`src/rtl/vgdc_pkg.sv`:
```
// Purpose: Shared constants for the legacy VGA decode and clock control block
// Assumes: 8-bit register port, byte offsets as printed
// Notes:   Destination codes are one-hot per target
package vgdc_pkg;

  localparam logic [7:0] VGDC_CLKCTL_OFS   = 8'h60;
  localparam logic [7:0] VGDC_CTL_OFS      = 8'h61;
  localparam logic [7:0] VGDC_STAT_OFS     = 8'h62;
  localparam logic [7:0] VGDC_CLKCTL_RST   = 8'h00;
  localparam logic [7:0] VGDC_CTL_RST      = 8'h08;
  localparam logic [4:0] VGDC_CLKCTL_WMASK = 5'h1f;

  localparam int VGDC_BIT_GMCLK = 0;
  localparam int VGDC_BIT_PSYNC = 1;
  localparam int VGDC_BIT_PROP  = 2;
  localparam int VGDC_BIT_ACT   = 3;
  localparam int VGDC_BIT_DLL   = 4;

  // Control register fields
  localparam int VGDC_CTL_VGADIS = 1;
  localparam int VGDC_CTL_GDIS   = 3;

  // Legacy memory ranges, address bits 19:15 (32 KB units)
  localparam logic [4:0] VGDC_MEM_A0  = 5'h14;
  localparam logic [4:0] VGDC_MEM_A8  = 5'h15;
  localparam logic [4:0] VGDC_MEM_B0  = 5'h16;
  localparam logic [4:0] VGDC_MEM_B8  = 5'h17;

  // Legacy I/O ports
  localparam logic [15:0] VGDC_IO_3B0 = 16'h03b0;
  localparam logic [15:0] VGDC_IO_3BB = 16'h03bb;
  localparam logic [15:0] VGDC_IO_3BC = 16'h03bc;
  localparam logic [15:0] VGDC_IO_3BE = 16'h03be;
  localparam logic [15:0] VGDC_IO_3BF = 16'h03bf;
  localparam logic [15:0] VGDC_IO_3C0 = 16'h03c0;
  localparam logic [15:0] VGDC_IO_3CF = 16'h03cf;
  localparam logic [15:0] VGDC_IO_3D0 = 16'h03d0;
  localparam logic [15:0] VGDC_IO_3DF = 16'h03df;
  localparam logic [15:0] VGDC_IO_3B4 = 16'h03b4;
  localparam logic [15:0] VGDC_IO_3B5 = 16'h03b5;
  localparam logic [15:0] VGDC_IO_3B8 = 16'h03b8;
  localparam logic [15:0] VGDC_IO_3BA = 16'h03ba;

  typedef enum logic [2:0] {
    VGDC_DST_NONE = 3'b000,
    VGDC_DST_GFX  = 3'b001,
    VGDC_DST_AGP  = 3'b010,
    VGDC_DST_HUB  = 3'b100
  } vgdc_dst_t;

endpackage

```
`src/rtl/vgdc_router.sv`:
```
// Contract
// Claim order: graphics unit, then bridge, then hub link.
// Graphics memory claim needs enable, no VGA disable, space enable, D0, ram bit.
// Field bits 3:2 pick which memory windows graphics claims.
// Failed graphics memory claim with bridge memory enable uses legacy decode.
// Legacy memory: forward and mono bits choose hub or AGP per range.
// Otherwise legacy memory and I/O cycles go to the hub link.
// Graphics I/O claim needs enable, no VGA disable, I/O enable, D0.
// 3Cx always graphics, 3BC-3BF never; io select swaps 3Bx and 3Dx.
// Failed graphics I/O claim with bridge I/O enable uses legacy decode.
// No forward, no mono: hub, but 3BC-3BF to AGP without ISA enable.
// Forward only: VGA ports to AGP, other ports to hub.
// Both set: VGA ports AGP, mono ports and 3BC-3BE to hub.
// Clock control at 60h, eight bits, reset 00h, bits 7:5 reserved.
// Bit 4 stops memory clocks from DLL; clear restores them cleanly.
// Software writes clock gate bits before the divider sync bit.
// Activate bit releases graphics reset once enabled; only reset re-arms.
// Propagate bit after disable cleared swaps config spaces, enables graphics clock.
// Writing 0 to propagate does nothing; software clears it soon after.
// Sync bit 1 resets PLL dividers and loads memory and test settings.
// Sync bit falling makes PLL align memory and core clocks to CPU.
// Bit 0 stops graphics and memory clocks cleanly; clear restarts them.
// VGA disable clear lets graphics claim cycles; set claims none.
// Illegal mono-only setting routes cycles to the hub link.
//
// Purpose: Routes legacy VGA cycles and sequences graphics clock control
// Assumes: Decode inputs share clk_sys; clock gates toggle only on clk_sys
// Notes:   Route answer registered one cycle after cyc_valid
//
// The implementer's own choice: the plain strobed port.
`timescale 1ns/1ps
`default_nettype none
module vgdc_router
  import vgdc_pkg::*;
(
  input  wire logic        clk_sys,
  input  wire logic        rst,
  input  wire logic [7:0]  reg_addr,
  input  wire logic [7:0]  reg_wdata,
  input  wire logic        reg_wr,
  input  wire logic        reg_rd,
  output logic      [7:0]  reg_rdata,
  input  wire logic        cyc_valid,
  input  wire logic        cyc_is_io,
  input  wire logic [19:0] cyc_addr,
  input  wire logic        gfx_mem_space_en,
  input  wire logic        gfx_io_space_en,
  input  wire logic        gfx_in_d0,
  input  wire logic        misc_output_ram_bit,
  input  wire logic        misc_output_io_select,
  input  wire logic [1:0]  graphics_misc_field,
  input  wire logic        bridge_mem_space_en,
  input  wire logic        bridge_io_space_en,
  input  wire logic        bridge_vga_forward,
  input  wire logic        mono_adapter_present,
  input  wire logic        bridge_isa_enable,
  output logic             route_valid,
  output logic [2:0]       route_dst,
  output logic             mem_dll_clk_en,
  output logic             gfx_mem_clk_en,
  output logic             gfx_core_clk_en,
  output logic             gfx_reset_n,
  output logic             bridge_cfg_visible,
  output logic             gfx_cfg_visible,
  output logic             pll_div_reset,
  output logic             pll_sync_pulse
);

  // Clock control and control registers
  logic [4:0]  clkctl_q;
  logic [4:0]  clkctl_d;
  logic [7:0]  ctl_q;
  logic [7:0]  ctl_d;

  // Sequencing flags
  logic        enabled_q;
  logic        enabled_d;
  logic        active_q;
  logic        active_d;
  logic        bvis_q;
  logic        bvis_d;
  logic        sync_q;
  logic        sync_d;
  logic        pulse_q;
  logic        pulse_d;
  logic        dll_en_q;
  logic        dll_en_d;
  logic        gm_en_q;
  logic        gm_en_d;

  // Readback and route registers
  logic [7:0]  rdata_q;
  logic [7:0]  rdata_d;
  logic        rv_q;
  logic        rv_d;
  logic [2:0]  dst_q;
  logic [2:0]  dst_d;

  // Register write decode
  logic        wr_clkctl;
  logic        wr_ctl;
  logic        prop_req;
  logic        act_req;

  // Memory decode terms
  logic [4:0]  mseg;
  logic        seg_a0;
  logic        seg_a8;
  logic        seg_b0;
  logic        seg_b8;
  logic        vga_mem;
  logic        mono_mem;
  logic        gfx_mem_hit;
  logic        gfx_mem_claim;
  logic        leg_mem_agp;

  // I/O decode terms
  logic [15:0] port;
  logic        p3cx;
  logic        p3dx;
  logic        p3b0;
  logic        p3bc;
  logic        p3bc_e;
  logic        vga_io;
  logic        mono_io;
  logic        gfx_io_hit;
  logic        gfx_io_claim;
  logic        leg_io_agp;

  // Shared decode terms
  logic        gfx_ok;
  logic        leg_off;
  logic        leg_fwd;
  logic        leg_both;
  vgdc_dst_t   dst;

  assign mseg = cyc_addr[19:15];
  assign port = cyc_addr[15:0];

  assign gfx_ok = enabled_q
                  && !ctl_q[VGDC_CTL_VGADIS]
                  && gfx_in_d0;

  // Register write strobes
  always_comb begin
    wr_clkctl = reg_wr && (reg_addr == VGDC_CLKCTL_OFS);
    wr_ctl    = reg_wr && (reg_addr == VGDC_CTL_OFS);
    // Propagate only on a 1 with disable already clear
    prop_req  = wr_clkctl
                && reg_wdata[VGDC_BIT_PROP]
                && !ctl_q[VGDC_CTL_GDIS];
    // Activate needs the enable already propagated
    act_req   = wr_clkctl && reg_wdata[VGDC_BIT_ACT] && enabled_q;
  end

  // Clock control register
  always_comb begin
    clkctl_d = clkctl_q;
    if (wr_clkctl) begin
      clkctl_d = reg_wdata[4:0] & VGDC_CLKCTL_WMASK;
    end
  end

  always_ff @(posedge clk_sys or posedge rst) begin
    if (rst) begin
      clkctl_q <= VGDC_CLKCTL_RST[4:0];
    end else begin
      clkctl_q <= clkctl_d;
    end
  end

  // Control register: graphics disable and VGA disable
  always_comb begin
    ctl_d = ctl_q;
    if (wr_ctl) begin
      ctl_d = reg_wdata & 8'h0a;
    end
  end

  always_ff @(posedge clk_sys or posedge rst) begin
    if (rst) begin
      ctl_q <= VGDC_CTL_RST;
    end else begin
      ctl_q <= ctl_d;
    end
  end

  // Graphics enable and activate, sticky until rst
  always_comb begin
    enabled_d = enabled_q;
    active_d  = active_q;
    if (prop_req) begin
      enabled_d = 1'b1;
    end
    if (act_req) begin
      active_d = 1'b1;
    end
    bvis_d = ~enabled_d;
  end

  always_ff @(posedge clk_sys or posedge rst) begin
    if (rst) begin
      enabled_q <= 1'b0;
      active_q  <= 1'b0;
      bvis_q    <= 1'b1;
    end else begin
      enabled_q <= enabled_d;
      active_q  <= active_d;
      bvis_q    <= bvis_d;
    end
  end

  // Gates follow the write at a clk_sys edge, so no glitch
  always_comb begin
    dll_en_d = ~clkctl_d[VGDC_BIT_DLL];
    gm_en_d  = ~clkctl_d[VGDC_BIT_GMCLK];
  end

  // Clocks run out of reset
  always_ff @(posedge clk_sys or posedge rst) begin
    if (rst) begin
      dll_en_q <= 1'b1;
      gm_en_q  <= 1'b1;
    end else begin
      dll_en_q <= dll_en_d;
      gm_en_q  <= gm_en_d;
    end
  end

  // Divider sync pulse, one cycle after the sync bit falls
  always_comb begin
    sync_d  = clkctl_q[VGDC_BIT_PSYNC];
    pulse_d = sync_q && !clkctl_q[VGDC_BIT_PSYNC];
  end

  always_ff @(posedge clk_sys or posedge rst) begin
    if (rst) begin
      sync_q  <= 1'b0;
      pulse_q <= 1'b0;
    end else begin
      sync_q  <= sync_d;
      pulse_q <= pulse_d;
    end
  end

  // Readback, data stands for one cycle only
  always_comb begin
    rdata_d = 8'h00;
    if (reg_rd) begin
      // Reserved bits 7:5 and unmapped offsets read 0
      unique case (reg_addr)
        VGDC_CLKCTL_OFS: rdata_d = {3'b000, clkctl_q};
        VGDC_CTL_OFS:    rdata_d = ctl_q;
        VGDC_STAT_OFS:   rdata_d = {6'h00, active_q, enabled_q};
        default:         rdata_d = 8'h00;
      endcase
    end
  end

  always_ff @(posedge clk_sys or posedge rst) begin
    if (rst) begin
      rdata_q <= 8'h00;
    end else begin
      rdata_q <= rdata_d;
    end
  end

  // Outputs are flops or single flop bits
  assign reg_rdata          = rdata_q;
  assign mem_dll_clk_en     = dll_en_q;
  assign gfx_mem_clk_en     = gm_en_q;
  assign gfx_core_clk_en    = enabled_q;
  assign gfx_reset_n        = active_q;
  assign bridge_cfg_visible = bvis_q;
  assign gfx_cfg_visible    = enabled_q;
  assign pll_div_reset      = clkctl_q[VGDC_BIT_PSYNC];
  assign pll_sync_pulse     = pulse_q;
  assign route_valid        = rv_q;
  assign route_dst          = dst_q;

  // Legacy modes; mono-only matches none and falls to hub
  always_comb begin
    leg_off  = !bridge_vga_forward && !mono_adapter_present;
    leg_fwd  = bridge_vga_forward && !mono_adapter_present;
    leg_both = bridge_vga_forward && mono_adapter_present;
  end

  // Legacy memory decode
  always_comb begin
    // Segments are 32 KB, address bits 19:15
    seg_a0 = (mseg == VGDC_MEM_A0);
    seg_a8 = (mseg == VGDC_MEM_A8);
    seg_b0 = (mseg == VGDC_MEM_B0);
    seg_b8 = (mseg == VGDC_MEM_B8);
    vga_mem  = seg_a0 || seg_a8 || seg_b0 || seg_b8;
    mono_mem = seg_b0;
    gfx_mem_hit = 1'b0;
    unique case (graphics_misc_field)
      2'b00: gfx_mem_hit = vga_mem;
      2'b01: gfx_mem_hit = seg_a0 || seg_a8;
      2'b10: gfx_mem_hit = seg_b0;
      2'b11: gfx_mem_hit = seg_b8;
    endcase
    gfx_mem_claim = gfx_ok
                    && gfx_mem_space_en
                    && misc_output_ram_bit
                    && gfx_mem_hit;
    leg_mem_agp = bridge_mem_space_en
                  && vga_mem
                  && (leg_fwd || (leg_both && !mono_mem));
  end

  // Legacy I/O decode
  always_comb begin
    p3cx   = (port >= VGDC_IO_3C0) && (port <= VGDC_IO_3CF);
    p3dx   = (port >= VGDC_IO_3D0) && (port <= VGDC_IO_3DF);
    p3b0   = (port >= VGDC_IO_3B0) && (port <= VGDC_IO_3BB);
    p3bc   = (port >= VGDC_IO_3BC) && (port <= VGDC_IO_3BF);
    p3bc_e = (port >= VGDC_IO_3BC) && (port <= VGDC_IO_3BE);
    vga_io = p3b0 || p3cx || p3dx;
    mono_io = (port == VGDC_IO_3B4)
              || (port == VGDC_IO_3B5)
              || ((port >= VGDC_IO_3B8) && (port <= VGDC_IO_3BA))
              || (port == VGDC_IO_3BF);
    // 3Cx always, 3Bx or 3Dx by the io select bit
    gfx_io_hit = p3cx || (misc_output_io_select ? p3dx : p3b0);
    gfx_io_claim = gfx_ok
                   && gfx_io_space_en
                   && gfx_io_hit;
    // Bridge claims only with its I/O space enable
    leg_io_agp = 1'b0;
    if (bridge_io_space_en) begin
      if (leg_off) begin
        leg_io_agp = p3bc && !bridge_isa_enable;
      end else if (leg_fwd) begin
        leg_io_agp = vga_io;
      end else if (leg_both) begin
        leg_io_agp = vga_io && !mono_io && !p3bc_e;
      end
    end
  end

  // Graphics first, bridge second, hub last
  always_comb begin
    dst = VGDC_DST_HUB;
    if (!cyc_is_io) begin
      if (gfx_mem_claim) begin
        dst = VGDC_DST_GFX;
      end else if (leg_mem_agp) begin
        dst = VGDC_DST_AGP;
      end
    end else begin
      if (gfx_io_claim) begin
        dst = VGDC_DST_GFX;
      end else if (leg_io_agp) begin
        dst = VGDC_DST_AGP;
      end
    end
    // Destination rests at none between cycles
    rv_d  = cyc_valid;
    dst_d = cyc_valid ? dst : VGDC_DST_NONE;
  end

  // Route answer one cycle after cyc_valid
  always_ff @(posedge clk_sys or posedge rst) begin
    if (rst) begin
      rv_q  <= 1'b0;
      dst_q <= VGDC_DST_NONE;
    end else begin
      rv_q  <= rv_d;
      dst_q <= dst_d;
    end
  end

endmodule
`default_nettype wire

```
`config.mk`:
```
export PLATFORM = sky130hd
export DESIGN_NAME = vgdc_router
export DESIGN_NICKNAME = d
export VERILOG_FILES = /design/src/rtl/vgdc_pkg.sv /design/src/rtl/vgdc_router.sv
export SDC_FILE = /design/constraint.sdc
export NUM_CORES = 1
export LEC_CHECK = 0
export BUFFER_PORTS_ARGS = -buffer_cell sky130_fd_sc_hd__clkbuf_2
export CAP_MARGIN = 20
export CORE_ASPECT_RATIO = 1.4
export CORE_MARGIN = 10
export CORE_UTILIZATION = 37
export DETAILED_ROUTE_END_ITERATION = 8
export PLACE_DENSITY = 0.69
export SLEW_MARGIN = 10
export SYNTH_ARGS = -nofsm -noshare
export SYNTH_HDL_FRONTEND = slang
export SYNTH_SLANG_ARGS = --single-unit
```
`constraint.sdc`:
```
create_clock -name clk_sys -period 1.9 [get_ports clk_sys]
set_clock_uncertainty 0.15 [all_clocks]
set_input_delay 0.38 -clock clk_sys [delete_from_list [all_inputs] [get_ports clk_sys]]
set_output_delay 0.38 -clock clk_sys [all_outputs]
set_load 0.05 [all_outputs]
```
==> impl_metrics.toml, run 1 <==
[run_status]
status = "completed"

[logic_synthesis]
synthFlopType = "dfrtp_1"
syn_area_um2 = 1230
synth_seq_cells = 23
seq_area_frac_synth = 0.472
synth_top_family_by_area = "simple AND/OR/NAND/NOR gates"
synth.avg_cell_area_um2 = 11.3
synth_warnings = 0
syn_inst = 109
yosys.area_share.simple = 0.247
synth_xor_area_frac = 0.00712
synth_mux_area_frac = 0.111
synth_cell_types = 49
ys_async_sr_fraction = 1.00
synth_edf_count = 0
synth_compound_area_frac = 0.110
synth_fa_ha_area_frac = 0

[critical_path]
r2r_start = "ctl_q[1]"
reg2reg_setup_slack_ps = 150
cp-start-kind = "flip-flop"
cp.required_ps = 1910
r2r_end = "route_dst[2]"
criticalPathCategory = "reg -> reg"
crit_arrival_ps = 1750
worstRegToRegCells = 5
end_kind = "flip-flop"
crit_fanout = 3

[pwr]
vdd.ir_drop.worst_uv = 265
pwr_density_cell_nw_per_um2 = 602
p_leak_uw = 0.000855

[clocking]
clkTransAtPathRegs_ps = 80
cts_buffers = 3
cts_sinks = 23
holdBufCountCts = 1
clock_path_buffers = 2
cts_tree = "yes"
cts_root_buf = "clkbuf_8"
htreeDepth = 1
cts_setup_buffers = 0
clk_latency_ps = 260
cts_resized = 0

[routing]
first_pass_iters = 4
drtIter0Drc = 21
routed_via_density = 5.07
num_vias = 1116
ant_nets = 0
drcViolationCount = 0
routed_wl_mm = 3.36
wl_per_cell_um = 15.3

[timing]
rsz0062_at_grt = "no"
timing.fmax_mhz = 573
setup_tns_ps = 0
drv_slew = 0
post-route-period-util = 0.919
fin_crit_ps = 1750
whs_ps = 113
final-setup-viol-count = 0
hold_viol = 0

[final_layout]
final_common_cell = "clkbuf_2"
diodes = 0
synthToLayoutAreaGrowth_pct = 35.8
final_cell_mix = "clkbuf_2 (67), dfrtp_1 (18), inv_1 (6), nor2_1 (6)"
postLayoutCoreUtil = 0.530
final_cells = 220
final_cell_area_um2 = 1670
drive_above_1_share = 0.530
fill_cells = 298
fin_nets = 236

[global_route]
grt_max_degree = 16
grt_pass1_vias = 1270
overflow = 0
antenna_found_initial = 0
grt_pass1_wl_mm = 5.43
track_usage = 0.114

[floorplanning]
die_h_um = 88.2
initial_core_util = 0.390
ios = 74
die_x_um = 68.7
die-area_um2 = 6060
num_rows = 24
coreArea_um2 = 3150

[placed_design]
io_buffers = 67
place_congestion = 0.806
dp_hpwl_mm = 2.96
place_area_um2 = 1610
dp_cells = 215

[hold_path]
hold_path_depth = 2
hold_start = "reg_wdata[4]"
min_path_type = "in -> reg"
min_to = "mem_dll_clk_en"

[job]
cap_viol_max_count = 0
worst max-delay path, stage by stage (launching register included):
cell and delay [ps]:
dfrtp_1 390, nand3b_1 200, a211o_1 290, or3_4 330
nand4_2 100, and3b_1 180
flip-flops by register name (all words and copies together) (netlist names):
name and count:
gfx_cfg_visible 1, gfx_mem_clk_en 1, bridge_cfg_visible 1, gfx_reset_n 1, sync_q 1, route_dst 3
ctl_q 2, mem_dll_clk_en 1, pll_sync_pulse 1, clkctl_q 5, route_valid 1, reg_rdata 5
cell type report:
cell class | instances | area (um2) | area share
multi-input cells | 76 | 596 | 0.357
flip-flops and latches | 23 | 582 | 0.348
repair buffers | 72 | 375 | 0.225
well taps | 39 | 48.8 | 0.0292
clock buffers | 3 | 41.3 | 0.0247
inverters | 6 | 22.5 | 0.0135
clock inverters | 1 | 5.00 | 0.00300
cells in the mapped netlist (all sizes together) (2+ instances only):
cell type	n	area, um2
dfrtp	19	475
mux2	7	86.3
inv	6	22.5
nor2	6	22.5
buf	5	35.0
mux2i	5	50.1
nand2	5	21.3
nor3	5	41.3
dfstp	4	105
a31oi	3	18.8
and3	3	18.8
nand3	3	15.0
or3	3	28.8
a21oi	2	10.0
and3b	2	17.5
nand3b	2	15.0
nand4	2	18.8
nand4bb	2	22.5
nor4b	2	17.5
o311ai	2	17.5
where the power goes:
part | switching [uW] | internal (uW)
sequential | 7.67 | 508
combinational | 118 | 77.3
clock | 148 | 146
logic make-up after synthesis:
logic type / Yosys count
DFF: 23
xor gates and xnor gates: 1
and+or+nand+nor: 42
other: 1
AOI/OAI and AO/OA: 18
buffers and inverters: 12
muxes: 12
per-stage QoR:
step,setup WS [ps],total power (uW)
6_report,155,1000
5_1_grt,80.1,1060
4_1_cts,152,1020
3_5_place_dp,-12.5,721
3_3_place_gp,27.8,716
2_1_floorplan,84.9,637
routing by layer:
metal | track usage | routed length [um]
met5 | 0 | 0
met4 | 0.0612 | 69
met3 | 0.0405 | 426
met2 | 0.199 | 1620
met1 | 0.114 | 1250
worst max-delay path by stage:
stage	start	end	slack, ps	cells past startpoint
final	ctl_q[1]	route_dst[2]	150	5
after global routing	ctl_q[1]	route_dst[2]	80	5
after CTS	ctl_q[1]	route_dst[2]	150	5
after detailed placement	reg_addr[7]	clkctl_q[4]	-10	6
after global placement	reg_addr[7]	clkctl_q[1]	30	6
after floorplan	gfx_cfg_visible	route_dst[2]	80	5
No activity file was read; power rests on OpenSTA's default activity.
==> run 2: changes to the inputs <==
Settings changed: RECOVER_POWER from default to 100.
==> impl_metrics.toml, run 2 (synthesis gave the netlist of run 1 again) <==
[global_route]
overflow = 0
grt_pass1_vias = 1270
antenna_found_initial = 0
track_usage = 0.114
grt_pass1_wl_mm = 5.43
grt_max_degree = 16

[routing]
routed_wl_mm = 3.37
wl_per_cell_um = 15.3
ant_nets = 0
drtIter0Drc = 19
drcViolationCount = 0
first_pass_iters = 4
routed_via_density = 5.08
num_vias = 1117

[placed_design]
dp_hpwl_mm = 2.96
place_congestion = 0.806
io_buffers = 67

[hold_path]
hold_start = "reg_wdata[4]"
min_to = "mem_dll_clk_en"
hold_path_depth = 2
min_path_type = "in -> reg"

[pwr]
vdd.ir_drop.worst_uv = 263
p_leak_uw = 0.000792
power_uw = 1000
pwr_density_cell_nw_per_um2 = 616

[run_status]
status = "completed"

[clocking]
clock_path_buffers = 2
clkTransAtPathRegs_ps = 80
cts_sinks = 23
cts_setup_buffers = 0
cts_root_buf = "clkbuf_8"
cts_tree = "yes"
htreeDepth = 1
cts_buffers = 3
clk_latency_ps = 260

[critical_path]
crit_fanout = 1
end_kind = "primary output"
cp.required_ps = 1370
critPathBufInv = 1
cp-start-kind = "flip-flop"
worst_path_largest_cell_delay_ps = 520
slowest_stage = "dfstp_2"
reg2reg_setup_slack_ps = 150
r2r_end = "route_dst[2]"
r2r_start = "ctl_q[1]"
worstRegToRegCells = 5
criticalPathCategory = "reg -> out"
critPathTopFamily = "flip-flops"
cp_cell_sequence = "clkbuf_1"
crit_arrival_ps = 1240

[timing]
setup_tns_ps = 0
slew_headroom = 0.582
whs_ps = 113
timing.fmax_mhz = 565
fin_crit_ps = 1770
drv_slew = 0
hold_viol = 0
post-route-period-util = 0.932
rsz0062_at_grt = "no"
tightest_slew_ps = 630
final-setup-viol-count = 0

[final_layout]
diodes = 0
final_cell_mix = "clkbuf_2 (54), dfrtp_1 (18), clkbuf_1 (16)"
fin_nets = 236
final_common_cell = "clkbuf_2"
synthToLayoutAreaGrowth_pct = 32.0
fill_cells = 308
drive_above_1_share = 0.420

[floorplanning]
die_h_um = 88.2
ios = 74
num_rows = 24
coreArea_um2 = 3150
die-area_um2 = 6060
initial_core_util = 0.390
die_x_um = 68.7

[job]
cap_viol_max_count = 0
==> run 2: changes by cell type in the layout (fill, tap and decap cells not counted), sizes merged <==
cell | previous run | this run
buf | 4 | 1
clkbuf | 70 | 73
==> run 2: how the worst max path moves through the flow <==
stage,from,end,cells after the start
final,mem_dll_clk_en,mem_dll_clk_en,1
after global routing,reg_addr[7],mem_dll_clk_en,7
after CTS,ctl_q[1],route_dst[2],5
after detailed placement,reg_addr[7],clkctl_q[4],6
after global placement,reg_addr[7],clkctl_q[1],6
after floorplan,gfx_cfg_visible,route_dst[2],5
==> run 2: area by class of cell <==
type | count | area [um2] | share of cell area
Timing Repair Buffer | 72 | 348 | 0.214
Clock inverter | 1 | 5.00 | 0.00308
Tap cell | 39 | 48.8 | 0.0300
Clock buffer | 3 | 41.3 | 0.0254
Multi-Input combinational cell | 76 | 577 | 0.355
Inverter | 6 | 22.5 | 0.0139
Sequential cell | 23 | 582 | 0.358
==> run 2: per-layer routing <==
| layer | GRT usage | part of all wire | vias up |
|---|---|---|---|
| li1 | - | - | 544 |
| met1 | 0.114 | 0.37 | 505 |
| met2 | 0.199 | 0.47 | 63 |
| met3 | 0.0405 | 0.14 | 5 |
| met4 | 0.0612 | 0.020 | 0 |
| met5 | 0 | 0 | - |
==> run 2: through the flow <==
step	setup slack (ps)	cells	utilization	instance area, um2
final	129	220	0.515	1620
after global routing	44.7	220	0.515	1620
after CTS	152	220	0.530	1670
after detailed placement	-12.5	215	0.512	1610
after global placement	27.8	215	0.512	1610
after floorplan	84.9	111	-	1240
==> run 2: repair_timing <==
item,CTS,global route
endpoints found under the hold margin,6,0
gates resized for setup,0,0
hold buffers,1,0
endpoints found under the setup margin,0,0
==> run 2: power by group <==
group	internal, uW	switching (uW)	leakage, uW
registers	508	7.57	0.000300
clock network	146	148	0.0000255
logic	72.9	117	0.000467
==> run 3: changes to the inputs <==
Settings changed: CORE_ASPECT_RATIO 1.4 to 0.7, PLACE_DENSITY 0.69 to 0.75.
==> impl_metrics.toml, run 3 (synthesis gave the netlist of run 1 again) <==
[routing]
ant_nets = 0
num_vias = 1136
routed_wl_mm = 3.72
routed_via_density = 5.16
drcViolationCount = 0
wl_per_cell_um = 16.9
drtIter0Drc = 81
first_pass_iters = 4

[clocking]
clkTransAtPathRegs_ps = 80
cts_sinks = 23
clk_latency_ps = 260
cts_tree = "yes"
cts_root_buf = "clkbuf_8"
clock_path_buffers = 2
htreeDepth = 1
cts_setup_buffers = 0
cts_buffers = 3

[critical_path]
cp.required_ps = 1370
critPathBufInv = 1
worst_path_largest_cell_delay_ps = 520
crit_arrival_ps = 1230
cp-start-kind = "flip-flop"
criticalPathCategory = "reg -> out"
slowest_stage = "dfstp_2"
r2r_start = "ctl_q[1]"
cp_cell_sequence = "clkbuf_1"
critPathTopFamily = "flip-flops"
end_kind = "primary output"
crit_start = "mem_dll_clk_en"
crit_fanout = 1

[final_layout]
drive_above_1_share = 0.407
diodes = 0
synthToLayoutAreaGrowth_pct = 32.2
final_common_cell = "clkbuf_2"
final_cell_mix = "clkbuf_2 (51), clkbuf_1 (19), dfrtp_1 (18)"
fill_cells = 305
fin_nets = 237

[pwr]
pwr_density_cell_nw_per_um2 = 616
vdd.ir_drop.worst_uv = 338
p_leak_uw = 0.000788

[global_route]
overflow = 0
antenna_found_initial = 0
grt_pass1_wl_mm = 5.64
grt_pass1_vias = 1228
grt_max_degree = 16
track_usage = 0.118

[placed_design]
io_buffers = 67
dp_hpwl_mm = 3.27
dp_slack_ps = 5.43
place_congestion = 0.872

[timing]
rsz0062_at_grt = "no"
final-setup-viol-count = 0
hold_viol = 0
timing.fmax_mhz = 567
tightest_slew_ps = 628
fin_crit_ps = 1760
fin_ws_ps = 135
drv_slew = 0
slew_headroom = 0.583
setup_tns_ps = 0
post-route-period-util = 0.929

[floorplanning]
num_rows = 17
ios = 74
die_x_um = 88.9
initial_core_util = 0.388
die_h_um = 68.2
die-area_um2 = 6070
coreArea_um2 = 3170

[hold_path]
hold_start = "reg_wdata[0]"
min_path_type = "in -> reg"

[job]
cap_viol_max_count = 0

[run_status]
status = "completed"
==> run 3: cell types whose count changed in the layout (fill, tap and decap cells not counted) <==
cell / before / now
clkbuf_1: 16 / 19
buf_4: 1 / 2
clkbuf_2: 54 / 51
==> run 3: final timing paths <==
check / end / slack, ps / cells past startpoint
max: mem_dll_clk_en / 140 / 1
min: gfx_mem_clk_en / 130 / 2
max reg2reg: route_dst[2] / 150 / 5
min reg2reg: mem_dll_clk_en / 290 / 1
max in group asynchronous: ctl_q[3] / 420 / 4
min in group asynchronous: clkctl_q[4] / 530 / 3
==> run 3: metal layers <==
metal | global-route usage | up-vias | wire length (um)
li1 | - | 547 | -
met1 | 0.139 | 536 | 1470
met2 | 0.198 | 49 | 1880
met3 | 0.0427 | 4 | 345
met4 | 0.0361 | 0 | 34
met5 | 0 | - | 0
==> run 3: report_power, final <==
group	switching, uW	leakage, uW	internal, uW
clock network	147	0.0000255	146
registers	8.77	0.000300	508
logic	120	0.000463	72.3
==> run 3: through the flow <==
stage | instances | power (uW) | utilization | cell area (um2) | hold slack, ps
finish | 220 | 1000 | 0.513 | 1630 | 128
global route | 220 | 1060 | 0.513 | 1630 | 115
CTS | 220 | 1020 | 0.529 | 1680 | 109
global placement | 215 | 717 | 0.511 | 1620 | 266
detailed placement | 215 | 723 | 0.511 | 1620 | 278
floorplan | 111 | 637 | - | 1240 | 229
==> run 3: layout make-up <==
cell class,instances,area [um2],share of cell area
clock buffer,3,41.3,0.0254
clock inverter,1,5.00,0.00308
inverter,6,22.5,0.0138
multi-input combinational,76,577,0.355
sequential,23,582,0.358
tap,38,47.5,0.0292
timing repair buffer,73,352,0.216
==> run 3: repair_timing <==
| action | in CTS | in global routing |
|---|---|---|
| endpoints found under the hold margin | 3 | 0 |
| hold buffers | 1 | 0 |
| gates resized for setup | 0 | 0 |
